==> src/dcm_pkg.sv <==
// constants, types and field layouts of the dual channel mode timer
package dcm_pkg;

	// port map, one counter port and one control/status port per channel
	localparam logic [7:0]  ADDR_CH0_CNT  = 8'h28;
	localparam logic [7:0]  ADDR_CH0_CTL  = 8'h29;
	localparam logic [7:0]  ADDR_CH1_CNT  = 8'h2a;
	localparam logic [7:0]  ADDR_CH1_CTL  = 8'h2b;
	localparam logic [7:0]  ADDR_CH_STEP  = 8'h02;

	// control word layout
	localparam int          CW_KIND_HI    = 5;
	localparam int          CW_KIND_LO    = 3;
	localparam logic [2:0]  CW_CMD_CODE   = 3'h7;
	localparam int          CW_MODE_HI    = 4;
	localparam int          CW_MODE_LO    = 3;
	localparam int          CW_CLKSYS     = 2;
	localparam int          CW_SEQCLR     = 1;
	localparam int          CW_FLAGCLR    = 0;
	localparam logic [1:0]  CW_LATCH_CODE = 2'h0;
	localparam int          CW_OPT_HI     = 7;
	localparam int          CW_OPT_LO     = 6;
	localparam int          CW_OPT0       = 0;

	// mode field codes
	localparam logic [1:0]  MC_FDIV       = 2'h0;
	localparam logic [1:0]  MC_PWM        = 2'h1;
	localparam logic [1:0]  MC_PULSE      = 2'h2;
	localparam logic [1:0]  MC_MEAS       = 2'h3;

	// status layout
	localparam int          ST_MEAS       = 7;
	localparam int          ST_OUT        = 6;
	localparam int          ST_TRIG       = 5;
	localparam int          ST_CLK        = 4;
	localparam int          ST_MODE_LO    = 2;

	// reset and mode-set values
	localparam logic [15:0] CNT_RESET     = 16'hffff;
	localparam logic [7:0]  CFG_RESET     = 8'h04;
	localparam logic [15:0] PWM_MASK_N6   = 16'h003f;
	localparam logic [15:0] PWM_MASK_N8   = 16'h00ff;
	localparam logic [15:0] PWM_MASK_N10  = 16'h03ff;
	localparam logic [15:0] PWM_MASK_N12  = 16'h0fff;

	typedef enum logic [3:0] {
		DCM_FDIV  = 4'b0001,
		DCM_PWM   = 4'b0010,
		DCM_PULSE = 4'b0100,
		DCM_MEAS  = 4'b1000
	} dcm_mode_e;

	// internal i/o bus request, strobes are one-cycle pulses
	typedef struct packed {
		logic        wr;
		logic        rd;
		logic [7:0]  addr;
		logic [7:0]  wdata;
	} dcm_io_req_s;

	typedef struct packed {
		logic        prev;
	} dcm_edge_s;

	typedef struct packed {
		logic [7:0]  rdata;
	} dcm_rd_s;

	typedef struct packed {
		dcm_mode_e   mode;
		logic [7:0]  cfg;
		logic        set;
		logic        started;
		logic        load_pend;
		logic        active;
		logic        phase_hi;
		logic        armed;
		logic        halted;
		logic [15:0] cnt;
		logic [15:0] reload;
		logic [15:0] latch;
		logic [7:0]  wbyte;
		logic        wr_hi;
		logic        rd_hi;
		logic        out;
		logic        strb;
		logic        trig_flag;
		logic        meas_flag;
	} dcm_chan_s;

endpackage : dcm_pkg

==> src/dcm_edge.sv <==
// edge detector for a clock-synchronous input
module dcm_edge #(
	parameter logic RST_VAL = 1'b0
) (
	// clock and reset
	input  wire logic clk,
	input  wire logic rst_n,
	input  wire logic ce,
	// sampled level and its edges
	input  wire logic sig,
	output logic      rise,
	output logic      fall
);

	dcm_pkg::dcm_edge_s q;
	dcm_pkg::dcm_edge_s d;

	always_comb begin
		d      = q;
		d.prev = sig;
		rise   = sig & ~q.prev;
		fall   = ~sig & q.prev;
	end

	always_ff @(posedge clk or negedge rst_n) begin
		if (!rst_n) begin
			q.prev <= RST_VAL;
		end else if (ce) begin
			q <= d;
		end
	end

endmodule : dcm_edge

==> src/dcm_rdmux.sv <==
// registered read data multiplexer for the i/o bus
module dcm_rdmux #(
	parameter int NCH = 2
) (
	// clock and reset
	input  wire logic                     clk,
	input  wire logic                     rst_n,
	input  wire logic                     ce,
	// per-channel read data and hits
	input  wire logic                     rd,
	input  wire logic [NCH-1:0]           hit,
	input  wire logic [NCH-1:0][7:0]      val,
	// bus read data
	output logic      [7:0]               rdata
);

	dcm_pkg::dcm_rd_s q;
	dcm_pkg::dcm_rd_s d;

	always_comb begin
		d = q;
		if (rd) begin
			// unmapped addresses read as zero
			d.rdata = 8'h00;
			for (int i = 0; i < NCH; i++) begin
				if (hit[i]) begin
					d.rdata = d.rdata | val[i];
				end
			end
		end
		rdata = q.rdata;
	end

	always_ff @(posedge clk or negedge rst_n) begin
		if (!rst_n) begin
			q.rdata <= 8'h00;
		end else if (ce) begin
			q <= d;
		end
	end

endmodule : dcm_rdmux

==> src/dcm_timer.sv <==
// dual channel 16-bit mode timer with i/o port access
module dcm_timer #(
	parameter int NCH = 2
) (
	// clock and reset
	input  wire logic                clk,
	input  wire logic                rst_n,
	input  wire logic                ce,
	// internal i/o bus
	input  wire dcm_pkg::dcm_io_req_s io_req,
	output logic      [7:0]          io_rdata,
	// channel pins
	input  wire logic [NCH-1:0]      gate,
	input  wire logic [NCH-1:0]      external_count_clock,
	output logic      [NCH-1:0]      tmr_out
);

	function automatic dcm_pkg::dcm_mode_e mode_of(input logic [1:0] code);
		dcm_pkg::dcm_mode_e m;
		m = dcm_pkg::DCM_FDIV;
		unique case (code)
			dcm_pkg::MC_FDIV:  m = dcm_pkg::DCM_FDIV;
			dcm_pkg::MC_PWM:   m = dcm_pkg::DCM_PWM;
			dcm_pkg::MC_PULSE: m = dcm_pkg::DCM_PULSE;
			dcm_pkg::MC_MEAS:  m = dcm_pkg::DCM_MEAS;
		endcase
		return m;
	endfunction : mode_of

	function automatic logic [1:0] code_of(input dcm_pkg::dcm_mode_e m);
		logic [1:0] c;
		c = dcm_pkg::MC_FDIV;
		unique case (m)
			dcm_pkg::DCM_FDIV:  c = dcm_pkg::MC_FDIV;
			dcm_pkg::DCM_PWM:   c = dcm_pkg::MC_PWM;
			dcm_pkg::DCM_PULSE: c = dcm_pkg::MC_PULSE;
			dcm_pkg::DCM_MEAS:  c = dcm_pkg::MC_MEAS;
		endcase
		return c;
	endfunction : code_of

	function automatic logic [15:0] pwm_mask(input logic [1:0] sel);
		logic [15:0] m;
		m = dcm_pkg::PWM_MASK_N6;
		unique case (sel)
			2'h0: m = dcm_pkg::PWM_MASK_N6;
			2'h1: m = dcm_pkg::PWM_MASK_N8;
			2'h2: m = dcm_pkg::PWM_MASK_N10;
			2'h3: m = dcm_pkg::PWM_MASK_N12;
		endcase
		return m;
	endfunction : pwm_mask

	localparam dcm_pkg::dcm_chan_s CH_RESET = '{
		mode:      dcm_pkg::DCM_FDIV,
		cfg:       dcm_pkg::CFG_RESET,
		set:       1'b0,
		started:   1'b0,
		load_pend: 1'b0,
		active:    1'b0,
		phase_hi:  1'b0,
		armed:     1'b0,
		halted:    1'b0,
		cnt:       dcm_pkg::CNT_RESET,
		reload:    dcm_pkg::CNT_RESET,
		latch:     dcm_pkg::CNT_RESET,
		wbyte:     8'h00,
		wr_hi:     1'b0,
		rd_hi:     1'b0,
		out:       1'b0,
		strb:      1'b0,
		trig_flag: 1'b0,
		meas_flag: 1'b0
	};

	logic [NCH-1:0]      rd_hit;
	logic [NCH-1:0][7:0] rd_val;

	genvar c;
	generate
		for (c = 0; c < NCH; c++) begin : g_ch
			localparam logic [7:0] A_CNT = 8'(dcm_pkg::ADDR_CH0_CNT
				+ 8'(c) * dcm_pkg::ADDR_CH_STEP);
			localparam logic [7:0] A_CTL = 8'(dcm_pkg::ADDR_CH0_CTL
				+ 8'(c) * dcm_pkg::ADDR_CH_STEP);

			dcm_pkg::dcm_chan_s q;
			dcm_pkg::dcm_chan_s d;
			logic               g_rise;
			logic               g_fall;
			logic               x_fall;

			dcm_edge #(
				.RST_VAL (1'b0)
			) u_gate_edge (
				.clk   (clk),
				.rst_n (rst_n),
				.ce    (ce),
				.sig   (gate[c]),
				.rise  (g_rise),
				.fall  (g_fall)
			);

			dcm_edge #(
				.RST_VAL (1'b0)
			) u_external_count_clock_edge (
				.clk   (clk),
				.rst_n (rst_n),
				.ce    (ce),
				.sig   (external_count_clock[c]),
				.rise  (),
				.fall  (x_fall)
			);

			always_comb begin
				logic        wr_cnt;
				logic        wr_ctl;
				logic        rd_cnt;
				logic        rd_ctl;
				logic        cmd;
				logic        mset;
				logic        tick;
				logic        inv;
				logic        strobe;
				logic        hard;
				logic        s_hit;
				logic        e_hit;
				logic [7:0]  wd;
				logic [7:0]  st;
				wd     = io_req.wdata;
				st     = 8'h00;
				wr_cnt = io_req.wr && (io_req.addr == A_CNT);
				wr_ctl = io_req.wr && (io_req.addr == A_CTL);
				rd_cnt = io_req.rd && (io_req.addr == A_CNT);
				rd_ctl = io_req.rd && (io_req.addr == A_CTL);
				cmd    = wr_ctl && (wd[dcm_pkg::CW_KIND_HI:dcm_pkg::CW_KIND_LO]
					== dcm_pkg::CW_CMD_CODE);
				mset   = wr_ctl && !wd[dcm_pkg::CW_KIND_HI];
				// system clock or falling external edge
				tick   = q.cfg[dcm_pkg::CW_CLKSYS] ? 1'b1 : x_fall;
				inv    = q.cfg[dcm_pkg::CW_OPT0];
				strobe = q.cfg[dcm_pkg::CW_OPT_HI];
				hard   = q.cfg[dcm_pkg::CW_OPT_LO];
				s_hit  = q.cfg[dcm_pkg::CW_OPT_HI] ? g_rise : g_fall;
				e_hit  = q.cfg[dcm_pkg::CW_OPT_LO] ? g_rise : g_fall;
				d      = q;

				// clear first so a same-cycle event wins
				if (cmd && wd[dcm_pkg::CW_FLAGCLR]) begin
					d.trig_flag = 1'b0;
					d.meas_flag = 1'b0;
				end

				// nothing runs until a mode word arrives
				if (q.set) begin
					unique case (q.mode)
						dcm_pkg::DCM_FDIV: begin
							if (tick) begin
								if (q.strb) begin
									d.out  = 1'b0;
									d.strb = 1'b0;
								end
								if (q.load_pend) begin
									d.cnt       = q.reload;
									d.load_pend = 1'b0;
									d.started   = 1'b1;
								end else if (q.started && gate[c]) begin
									if (q.cnt == 16'h0000) begin
										d.cnt = q.reload;
										if (q.cfg[dcm_pkg::CW_OPT_LO]) begin
											d.out  = 1'b1;
											d.strb = 1'b1;
										end else begin
											d.out = ~q.out;
										end
									end else begin
										d.cnt = q.cnt - 16'h0001;
									end
								end
							end
						end
						dcm_pkg::DCM_PWM: begin
							if (tick) begin
								if (q.load_pend) begin
									d.cnt       = q.reload;
									d.out       = 1'b1;
									d.phase_hi  = 1'b1;
									d.load_pend = 1'b0;
									d.started   = 1'b1;
								end else if (q.started && gate[c]) begin
									if (q.cnt == 16'h0000) begin
										if (q.phase_hi) begin
											// low time fills the period to 2^n + 1 ticks
											d.cnt = ~q.reload
												& pwm_mask(q.cfg[dcm_pkg::CW_OPT_HI:
												dcm_pkg::CW_OPT_LO]);
											d.out      = 1'b0;
											d.phase_hi = 1'b0;
										end else begin
											d.cnt      = q.reload;
											d.out      = 1'b1;
											d.phase_hi = 1'b1;
										end
									end else begin
										d.cnt = q.cnt - 16'h0001;
									end
								end
							end
						end
						dcm_pkg::DCM_PULSE: begin
							if (hard && g_rise) begin
								d.load_pend = 1'b1;
								d.trig_flag = 1'b1;
							end
							if (tick) begin
								if (q.strb) begin
									d.out  = ~inv;
									d.strb = 1'b0;
								end
								if (q.load_pend) begin
									d.cnt       = q.reload;
									d.active    = 1'b1;
									d.load_pend = 1'b0;
									if (!strobe) begin
										d.out = inv;
									end
								end else if (q.active && (hard || gate[c])) begin
									if (q.cnt == 16'h0000) begin
										d.cnt    = dcm_pkg::CNT_RESET;
										d.active = 1'b0;
										if (strobe) begin
											d.out  = inv;
											d.strb = 1'b1;
										end else begin
											d.out = ~inv;
										end
									end else begin
										d.cnt = q.cnt - 16'h0001;
									end
								end
							end
						end
						dcm_pkg::DCM_MEAS: begin
							// complete pulse lasts one system clock
							d.out = 1'b0;
							if (!q.halted) begin
								if (q.armed && e_hit) begin
									d.reload    = ~q.cnt;
									d.out       = 1'b1;
									d.meas_flag = 1'b1;
									if (q.cfg[dcm_pkg::CW_OPT0]) begin
										d.cnt   = dcm_pkg::CNT_RESET;
										d.armed = (q.cfg[dcm_pkg::CW_OPT_HI]
											== q.cfg[dcm_pkg::CW_OPT_LO]);
									end else begin
										// single run keeps its last count
										d.halted = 1'b1;
										d.armed  = 1'b0;
									end
								end else if (!q.armed && s_hit) begin
									d.reload = ~q.cnt;
									d.cnt    = dcm_pkg::CNT_RESET;
									d.armed  = 1'b1;
								end else if (q.armed && tick) begin
									d.cnt = q.cnt - 16'h0001;
								end
							end
						end
					endcase
				end

				// two-byte count write, low byte first
				if (wr_cnt && (q.mode != dcm_pkg::DCM_MEAS)) begin
					if (!q.wr_hi) begin
						d.wbyte = wd;
						d.wr_hi = 1'b1;
					end else begin
						d.reload = {wd, q.wbyte};
						d.wr_hi  = 1'b0;
						if (q.mode == dcm_pkg::DCM_PULSE) begin
							if (!hard) begin
								d.load_pend = 1'b1;
								d.trig_flag = 1'b1;
							end
						end else if (!q.started) begin
							d.load_pend = 1'b1;
						end
					end
				end

				// latch readout, low byte then high
				if (rd_cnt) begin
					d.rd_hi = ~q.rd_hi;
				end

				if (cmd) begin
					if (wd[dcm_pkg::CW_SEQCLR:dcm_pkg::CW_FLAGCLR]
						== dcm_pkg::CW_LATCH_CODE) begin
						d.latch = q.cnt;
						d.rd_hi = 1'b0;
					end
					if (wd[dcm_pkg::CW_SEQCLR]) begin
						d.rd_hi = 1'b0;
						d.wr_hi = 1'b0;
					end
				end

				if (mset) begin
					d           = CH_RESET;
					d.latch     = q.latch;
					d.cfg       = wd;
					d.set       = 1'b1;
					d.mode      = mode_of(wd[dcm_pkg::CW_MODE_HI:
						dcm_pkg::CW_MODE_LO]);
					d.wr_hi     = 1'b0;
					d.reload    = dcm_pkg::CNT_RESET;
					d.cnt       = dcm_pkg::CNT_RESET;
					d.out       = 1'b0;
					if (d.mode == dcm_pkg::DCM_PWM) begin
						d.cnt = pwm_mask(wd[dcm_pkg::CW_OPT_HI:
							dcm_pkg::CW_OPT_LO]);
					end
					if (d.mode == dcm_pkg::DCM_PULSE) begin
						d.out = ~wd[dcm_pkg::CW_OPT0];
					end
				end

				st[dcm_pkg::ST_MEAS] = q.meas_flag;
				st[dcm_pkg::ST_OUT]  = q.out;
				st[dcm_pkg::ST_TRIG] = q.trig_flag;
				st[dcm_pkg::ST_CLK]  = q.cfg[dcm_pkg::CW_CLKSYS];
				st[dcm_pkg::ST_MODE_LO +: 2] = code_of(q.mode);
				rd_hit[c] = rd_cnt || rd_ctl;
				rd_val[c] = rd_ctl ? st
					: (q.rd_hi ? q.latch[15:8] : q.latch[7:0]);
			end

			always_ff @(posedge clk or negedge rst_n) begin
				if (!rst_n) begin
					q <= CH_RESET;
				end else if (ce) begin
					q <= d;
				end
			end

			assign tmr_out[c] = q.out;
		end
	endgenerate

	dcm_rdmux #(
		.NCH (NCH)
	) u_rdmux (
		.clk   (clk),
		.rst_n (rst_n),
		.ce    (ce),
		.rd    (io_req.rd),
		.hit   (rd_hit),
		.val   (rd_val),
		.rdata (io_rdata)
	);

endmodule : dcm_timer

==> config.mk <==
export PLATFORM = sky130hd
export DESIGN_NAME = dcm_timer
export DESIGN_NICKNAME = d
export VERILOG_FILES = /design/src/dcm_pkg.sv /design/src/dcm_edge.sv /design/src/dcm_rdmux.sv /design/src/dcm_timer.sv
export SDC_FILE = /design/constraint.sdc
export NUM_CORES = 1
export LEC_CHECK = 0
export BUFFER_PORTS_ARGS = -buffer_cell sky130_fd_sc_hd__buf_2
export CAP_MARGIN = 10
export CORE_ASPECT_RATIO = 2
export CORE_UTILIZATION = 30
export DETAILED_ROUTE_END_ITERATION = 10
export GPL_TIMING_DRIVEN = 0
export SLEW_MARGIN = 30
export SYNTH_ARGS = -nofsm -noshare
export SYNTH_HDL_FRONTEND = slang
export SYNTH_SLANG_ARGS = --single-unit
==> constraint.sdc <==
create_clock -name clk -period 2.9 [get_ports clk]
set_clock_uncertainty 0.1 [all_clocks]
set_input_delay 0.145 -clock clk [delete_from_list [all_inputs] [get_ports clk]]
set_output_delay 0.145 -clock clk [all_outputs]
set_load 0.05 [all_outputs]
==> qor.yml, run 1 <==
status: "finished, violations left"
failed_checks: "DRC"
reg2reg_from: "g_ch[0].q[47]"
ys_top_cells_by_area: "dfstp_2, dfrtp_1, a21oi_1"
antenna_found_initial: 7
cts_tree: "done"
power_w: 0.007120
clkSlewWorstSetupHoldPaths_ns: 0.07
drtIter0Drc: 1007
fp.coreArea_um2: 36540
routedWlPerCell_um: 28.22
vias: 11220
max_slew.worst_pin.slew_ns: 1.005
async_flop_share_pct: 100.0
seq_area_frac_synth_pct: 38.42
worstSetupStartpointType: "register"
ioPinCount: 35
irDropWorstVdd_mv: 0.4727
grt_max_degree: 63
routed_wl_um: 51670
grt.total_usage_pct: 27.66
synth.distinct_cells: 87
syn_to_final_growth_pct: 16.89
synth.most_common_cell: "nand2_1"
crit_type: "register to register"
crit_path_end_kind: "register"
fillCellCount: 3729
nets: 1399
row_count: 99
cts.sinks: 166
drc_errors: 10
synth_edf_count: 0
tns_ns: 0
crit_fanout: 7
rrSetupSlack_ns: 0.03
power_density_nw_per_um2: 547.0
finalMaxSlewViolations: 0
synth_ff_type: "dfstp_2"
grt_pass1_vias: 11280
ff_latch_area_um2: 4280
worst_r2r_endpoint: "g_ch[0].q[54]"
ctsRootBufferMaster: "clkbuf_16"
r2r.worst_path.cells: 9
layout-drive-gt1-share_pct: 24.73
hold_class: "input pin to register"
cts_buffer_depth: 2
multiInputGateArea_um2: 6688
yosysTopAreaCell: "dfstp_2"
endpoint: "g_ch[0].q[54]"
cts_max_level: 4
grt_pass1_wl_um: 75100
grt_overflow: 0
p_leak_nw: 5.137
hold_start: "io_req[17]"
viasPerCell: 6.126
rsz0062_at_grt: "true"
crit_start: "g_ch[0].q[47]"
crit_arrival_ns: 3.12
synth_area_um2: 11140
fin_crit_sh_pct: 98.87
synth_common_cells: "nand2_1, nor2_1, a21oi_1"
max_freq_mhz: 348.8
dp_hpwl_um: 38950
numCtsBuffers: 17
hold_slack_ns: 0.09272
firstDrtPassIters: 11
slew_headroom_pct: 32.29
synth_top_area_share_pct: 23.59
antenna_left: 0
post-route-min-period_ns: 2.867
synth.ff_latch_count: 166
die_w_um: 138.2
initial_utilization_pct: 30.48
syn_inst: 1301
clock_latency_ns: 0.46
drv_cap: 0
final_area_um2: 13020
hold_violations: 0
cp.required_ns: 3.15
dieArea_um2: 37940
yosysWarnings: 0
avgSynthCellArea_um2: 8.560
synth_fp_nets: 1338
fp.dieH_um: 274.5
portBuffers: 29
place_congestion: 1.001
placed_area_um2: 11960
setup_viol: 0
-- worst min-delay path by stage --
stage	end	slack (ns)	cells after the start
floorplan	g_ch[0].$17.hard	-0.25	0
global placement	g_ch[0].u_external_count_clock_edge.q	0.30	2
detailed placement	g_ch[1].u_gate_edge.q	0.02	1
CTS	g_ch[0].q[5]	0.08	4
global route	g_ch[1].q[47]	0.10	4
finish	g_ch[0].q[5]	0.09	4
-- placed cells by master (no fill, tap or decap), types with 24 or more instances in the layout --
cell type  netlist  routed
nor2_1         128     120
nor3_1          43      40
nand2_1        145     140
mux2i_1         27      24
o21ai_0        105     102
dfstp_2        100     100
buf_2           23      47
clkbuf_1        57      41
nand3_1         30      29
a21oi_1        109     105
mux2_2          47      47
dfrtp_1         66      65
-- registers in the layout (all words and copies together), names as in the netlist --
register and cells:
tmr_out 2, g_ch.$17.inv 2, g_ch.u_gate_edge.q 2, g_ch.u_external_count_clock_edge.q 2
g_ch.$17.st 6, g_ch.$17.hard 2, g_ch.q 140, u_rdmux.rdata 8
g_ch.$17.strobe 2
-- critical path, stage by stage (launching register included) --
cell      delay [ns]
dfstp_2         0.42
inv_1           0.21
ha_1            0.21
or4b_4          0.56
nor2_2          0.17
nand2_2         0.16
o21ai_0         0.25
a222oi_1        0.13
nor3_2          0.33
o21ai_0         0.21
-- metal layers --
layer  track usage (%)  vias up  share of wire [%]
met5                 0        -              0.091
met4             26.46        8                 11
met3             4.506      259                4.7
met2             52.11      551                 52
met1             25.03     5462                 32
li1                  -     4936                  -
-- final cells by class --
| type | instances | share of cell area [%] |
|---|---|---|
| Multi-Input combinational cell | 1017 | 51.37 |
| Sequential cell | 166 | 32.88 |
| Tap cell | 454 | 4.364 |
| Clock buffer | 17 | 3.268 |
| Timing Repair Buffer | 53 | 3.191 |
| Buffer | 83 | 3.076 |
| Clock inverter | 15 | 1.096 |
| Inverter | 24 | 0.7113 |
| Antenna cell | 2 | 0.03845 |
-- what timing repair did --
item                                    in CTS  in global routing
endpoints found under the setup margin      65                 59
pin swaps                                    5                  5
gates resized for setup                     50                 35
endpoints found under the hold margin       86                  0
hold buffers                                 7                  0
setup buffers                                5                  9
-- per-stage QoR --
stage,setup WS (ns),utilization [%],std cells
global route,-0.04152,35.61,1829
global placement,-1.199,32.43,1784
finish,0.03271,35.62,1831
floorplan,0.2713,-,1301
CTS,0.01107,35.04,1823
detailed placement,-0.6235,32.73,1787
-- power by group --
group,internal [W],switching (W)
clock,0.00120,0.00111
combinational,0.000638,0.00115
sequential,0.00260,0.000413
total,0.00444,0.00268
-- cells by family after synthesis --
kind of cell	Yosys count	synth area share, %
muxes	74	7.179
AOI/OAI and AO/OA	434	25.60
and+or+nand+nor	465	20.36
adders and majority gates	12	1.348
xor gates and xnor gates	32	2.517
buffers and inverters	118	4.573
DFF	166	38.42
(Power assumes the default switching activity.)
==> run 2: changes to the inputs <==
--- a/config.mk
+++ b/config.mk
@@ -5,7 +5,7 @@
 export SDC_FILE = /design/constraint.sdc
 export NUM_CORES = 1
 export LEC_CHECK = 0
-export BUFFER_PORTS_ARGS = -buffer_cell sky130_fd_sc_hd__buf_2
+export BUFFER_PORTS_ARGS = -buffer_cell sky130_fd_sc_hd__clkbuf_2
 export CAP_MARGIN = 10
 export CORE_ASPECT_RATIO = 2
 export CORE_UTILIZATION = 30
==> run 2 against run 1 <==
Compared with the run above:
- the run still ends with DRC left
- sequential share of layout area shrank 0.13 points
- first-iteration DRC count increased by 4.7%
- count of clock-buffer cells in the layout is the same
- routed wire length rose by 2.7%
- sequential power barely moved
- combinational power rose by 3%
- final cell count about the same
- clock power increased by 6%
- via count fell by 0.17%
- fmax is 0.36% higher
- total power rose by 2.5%
- largest cell class unchanged
- largest power group unchanged
==> qor.yml, run 2 (synthesis gave the netlist of run 1 again) <==
path_delay_family: "compound AO/OA/AOI/OAI gates"
dp_hpwl_um: 40200
antenna_left: 0
crit_fanout: 5
clkSlewWorstSetupHoldPaths_ns: 0.08
cts_max_level: 4
numCtsBuffers: 17
finalMaxSlewViolations: 0
max_freq_mhz: 350.0
cts.sinks: 166
ioPinCount: 35
comb_power_share_pct: 25.4
setup_slack_ns: 0.04311
clock_latency_ns: 0.46
slowest_delay_ns: 0.62
worstSetupStartpointType: "register"
crit_arrival_ns: 3.14
cts_buffer_depth: 2
slew_headroom_pct: 29.85
routedWlPerCell_um: 28.98
p_leak_nw: 5.148
final_cell_mix: "nand2_1, nor2_1, a21oi_1"
layout-drive-gt1-share_pct: 25.27
fin_crit_sh_pct: 98.51
antenna_found_initial: 5
tns_ns: 0
die_w_um: 138.2
drv_cap: 0
fp.dieH_um: 274.5
grt_pass1_wl_um: 76690
power.switching_w: 0.002812
crit_chain: "mux2i_1 -> mux2i_2 -> a32oi_2 -> a31o_4 -> nand2_2 -> a21oi_1 -> a221o_1"
hold_violations: 0
viasPerCell: 6.112
fp.coreArea_um2: 36540
clkPwrFrac_pct: 33.5
max_slew.worst_pin.slew_ns: 1.048
crit_path_end_kind: "register"
vias: 11200
place_congestion: 1.028
ctsRootBufferMaster: "clkbuf_16"
final_common_cell: "nand2_1"
nets: 1401
failed_checks: "DRC"
grt.total_usage_pct: 28.42
dieArea_um2: 37940
row_count: 99
cts_tree: "done"
status: "finished, violations left"
hold_class: "input pin to register"
portBuffers: 29
power_density_nw_per_um2: 558.2
cp.required_ns: 3.19
grt_overflow: 0
place_ws_ns: -0.8949
irDropWorstVdd_mv: 0.4044
routed_wl_um: 53090
post-route-min-period_ns: 2.857
rsz0062_at_grt: "true"
syn_to_final_growth_pct: 17.36
slowest_stage: "mux2i_2"
grt_max_degree: 60
seq_power_share_pct: 41.1
p_int_w: 0.004484
drtIter0Drc: 1054
cp.buffers_inverters: 0
power_w: 0.007295
power.share.switching_pct: 38.54
grt_pass1_vias: 11120
initial_utilization_pct: 30.48
drc_errors: 8
setup_viol: 0
crit_type: "register to register"
largest_reg_flops: 140
hold_slack_ns: 0.02869
top_register: "g_ch.q"
firstDrtPassIters: 11
==> run 2: final cells by class <==
cell class | instances | area [um2]
clock inverters | 15 | 176.4
well taps | 454 | 568.0
flip-flops and latches | 166 | 4280
multi-input cells | 1017 | 6725
diodes | 1 | 2.502
fillers | 3794 | 23470
inverters | 24 | 97.59
plain buffers | 83 | 390.4
clock buffers | 17 | 425.4
repair buffers | 55 | 404.1
==> run 2: path summary, 6_finish.rpt <==
check	from	endpoint	slack, ns	depth (start not counted)
worst max-delay path	g_ch[0].q[63]	g_ch[0].q[50]	0.04	7
worst min-delay path	io_req[5]	g_ch[0].q[11]	0.03	3
worst max register to register	g_ch[0].q[63]	g_ch[0].q[50]	0.04	7
min in group asynchronous	rst_n	g_ch[1].q[2]	0.10	2
max in group asynchronous	rst_n	g_ch[0].q[57]	1.84	3
worst min register to register	g_ch[0].q[7]	g_ch[0].q[7]	0.37	2
==> run 2: tightest hold or removal path: cells and delay by family <==
kind | cells | cell delay [ns]
buf+inv | 1 | 0.23
simple gates | 2 | 0.17
==> run 2: through the flow <==
step	cell area (um2)	instances	utilization, %
2_1_floorplan	11140	1301	-
3_3_place_gp	11850	1784	32.43
3_5_place_dp	11940	1786	32.69
4_1_cts	12870	1822	35.23
5_1_grt	13070	1831	35.76
6_report	13070	1832	35.77
==> run 2: power by group through the flow <==
stage	Clock (W)	Combinational (W)	Sequential, W
6_report	0.00244	0.00185	0.00300
5_1_grt	0.00254	0.00197	0.00301
4_1_cts	0.00246	0.00178	0.00297
3_5_place_dp	0	0.00176	0.00292
3_3_place_gp	0	0.00174	0.00292
2_1_floorplan	0	0.00113	0.00277
==> run 2: repair_timing <==
action / 4_1_cts / 5_1_grt
hold buffers: 6 / 0
endpoints found under the setup margin: 63 / 61
setup buffers: 6 / 12
gates resized for setup: 61 / 29
pin swaps: 5 / 5
endpoints found under the hold margin: 65 / 0
==> run 2: layer usage <==
layer	up-vias	part of all wire (%)	track usage, %
met2	535	54	55.42
met1	5472	30	24.22
met3	240	4.8	5.222
met5	-	0.12	0
li1	4942	-	-
met4	8	10	26.17
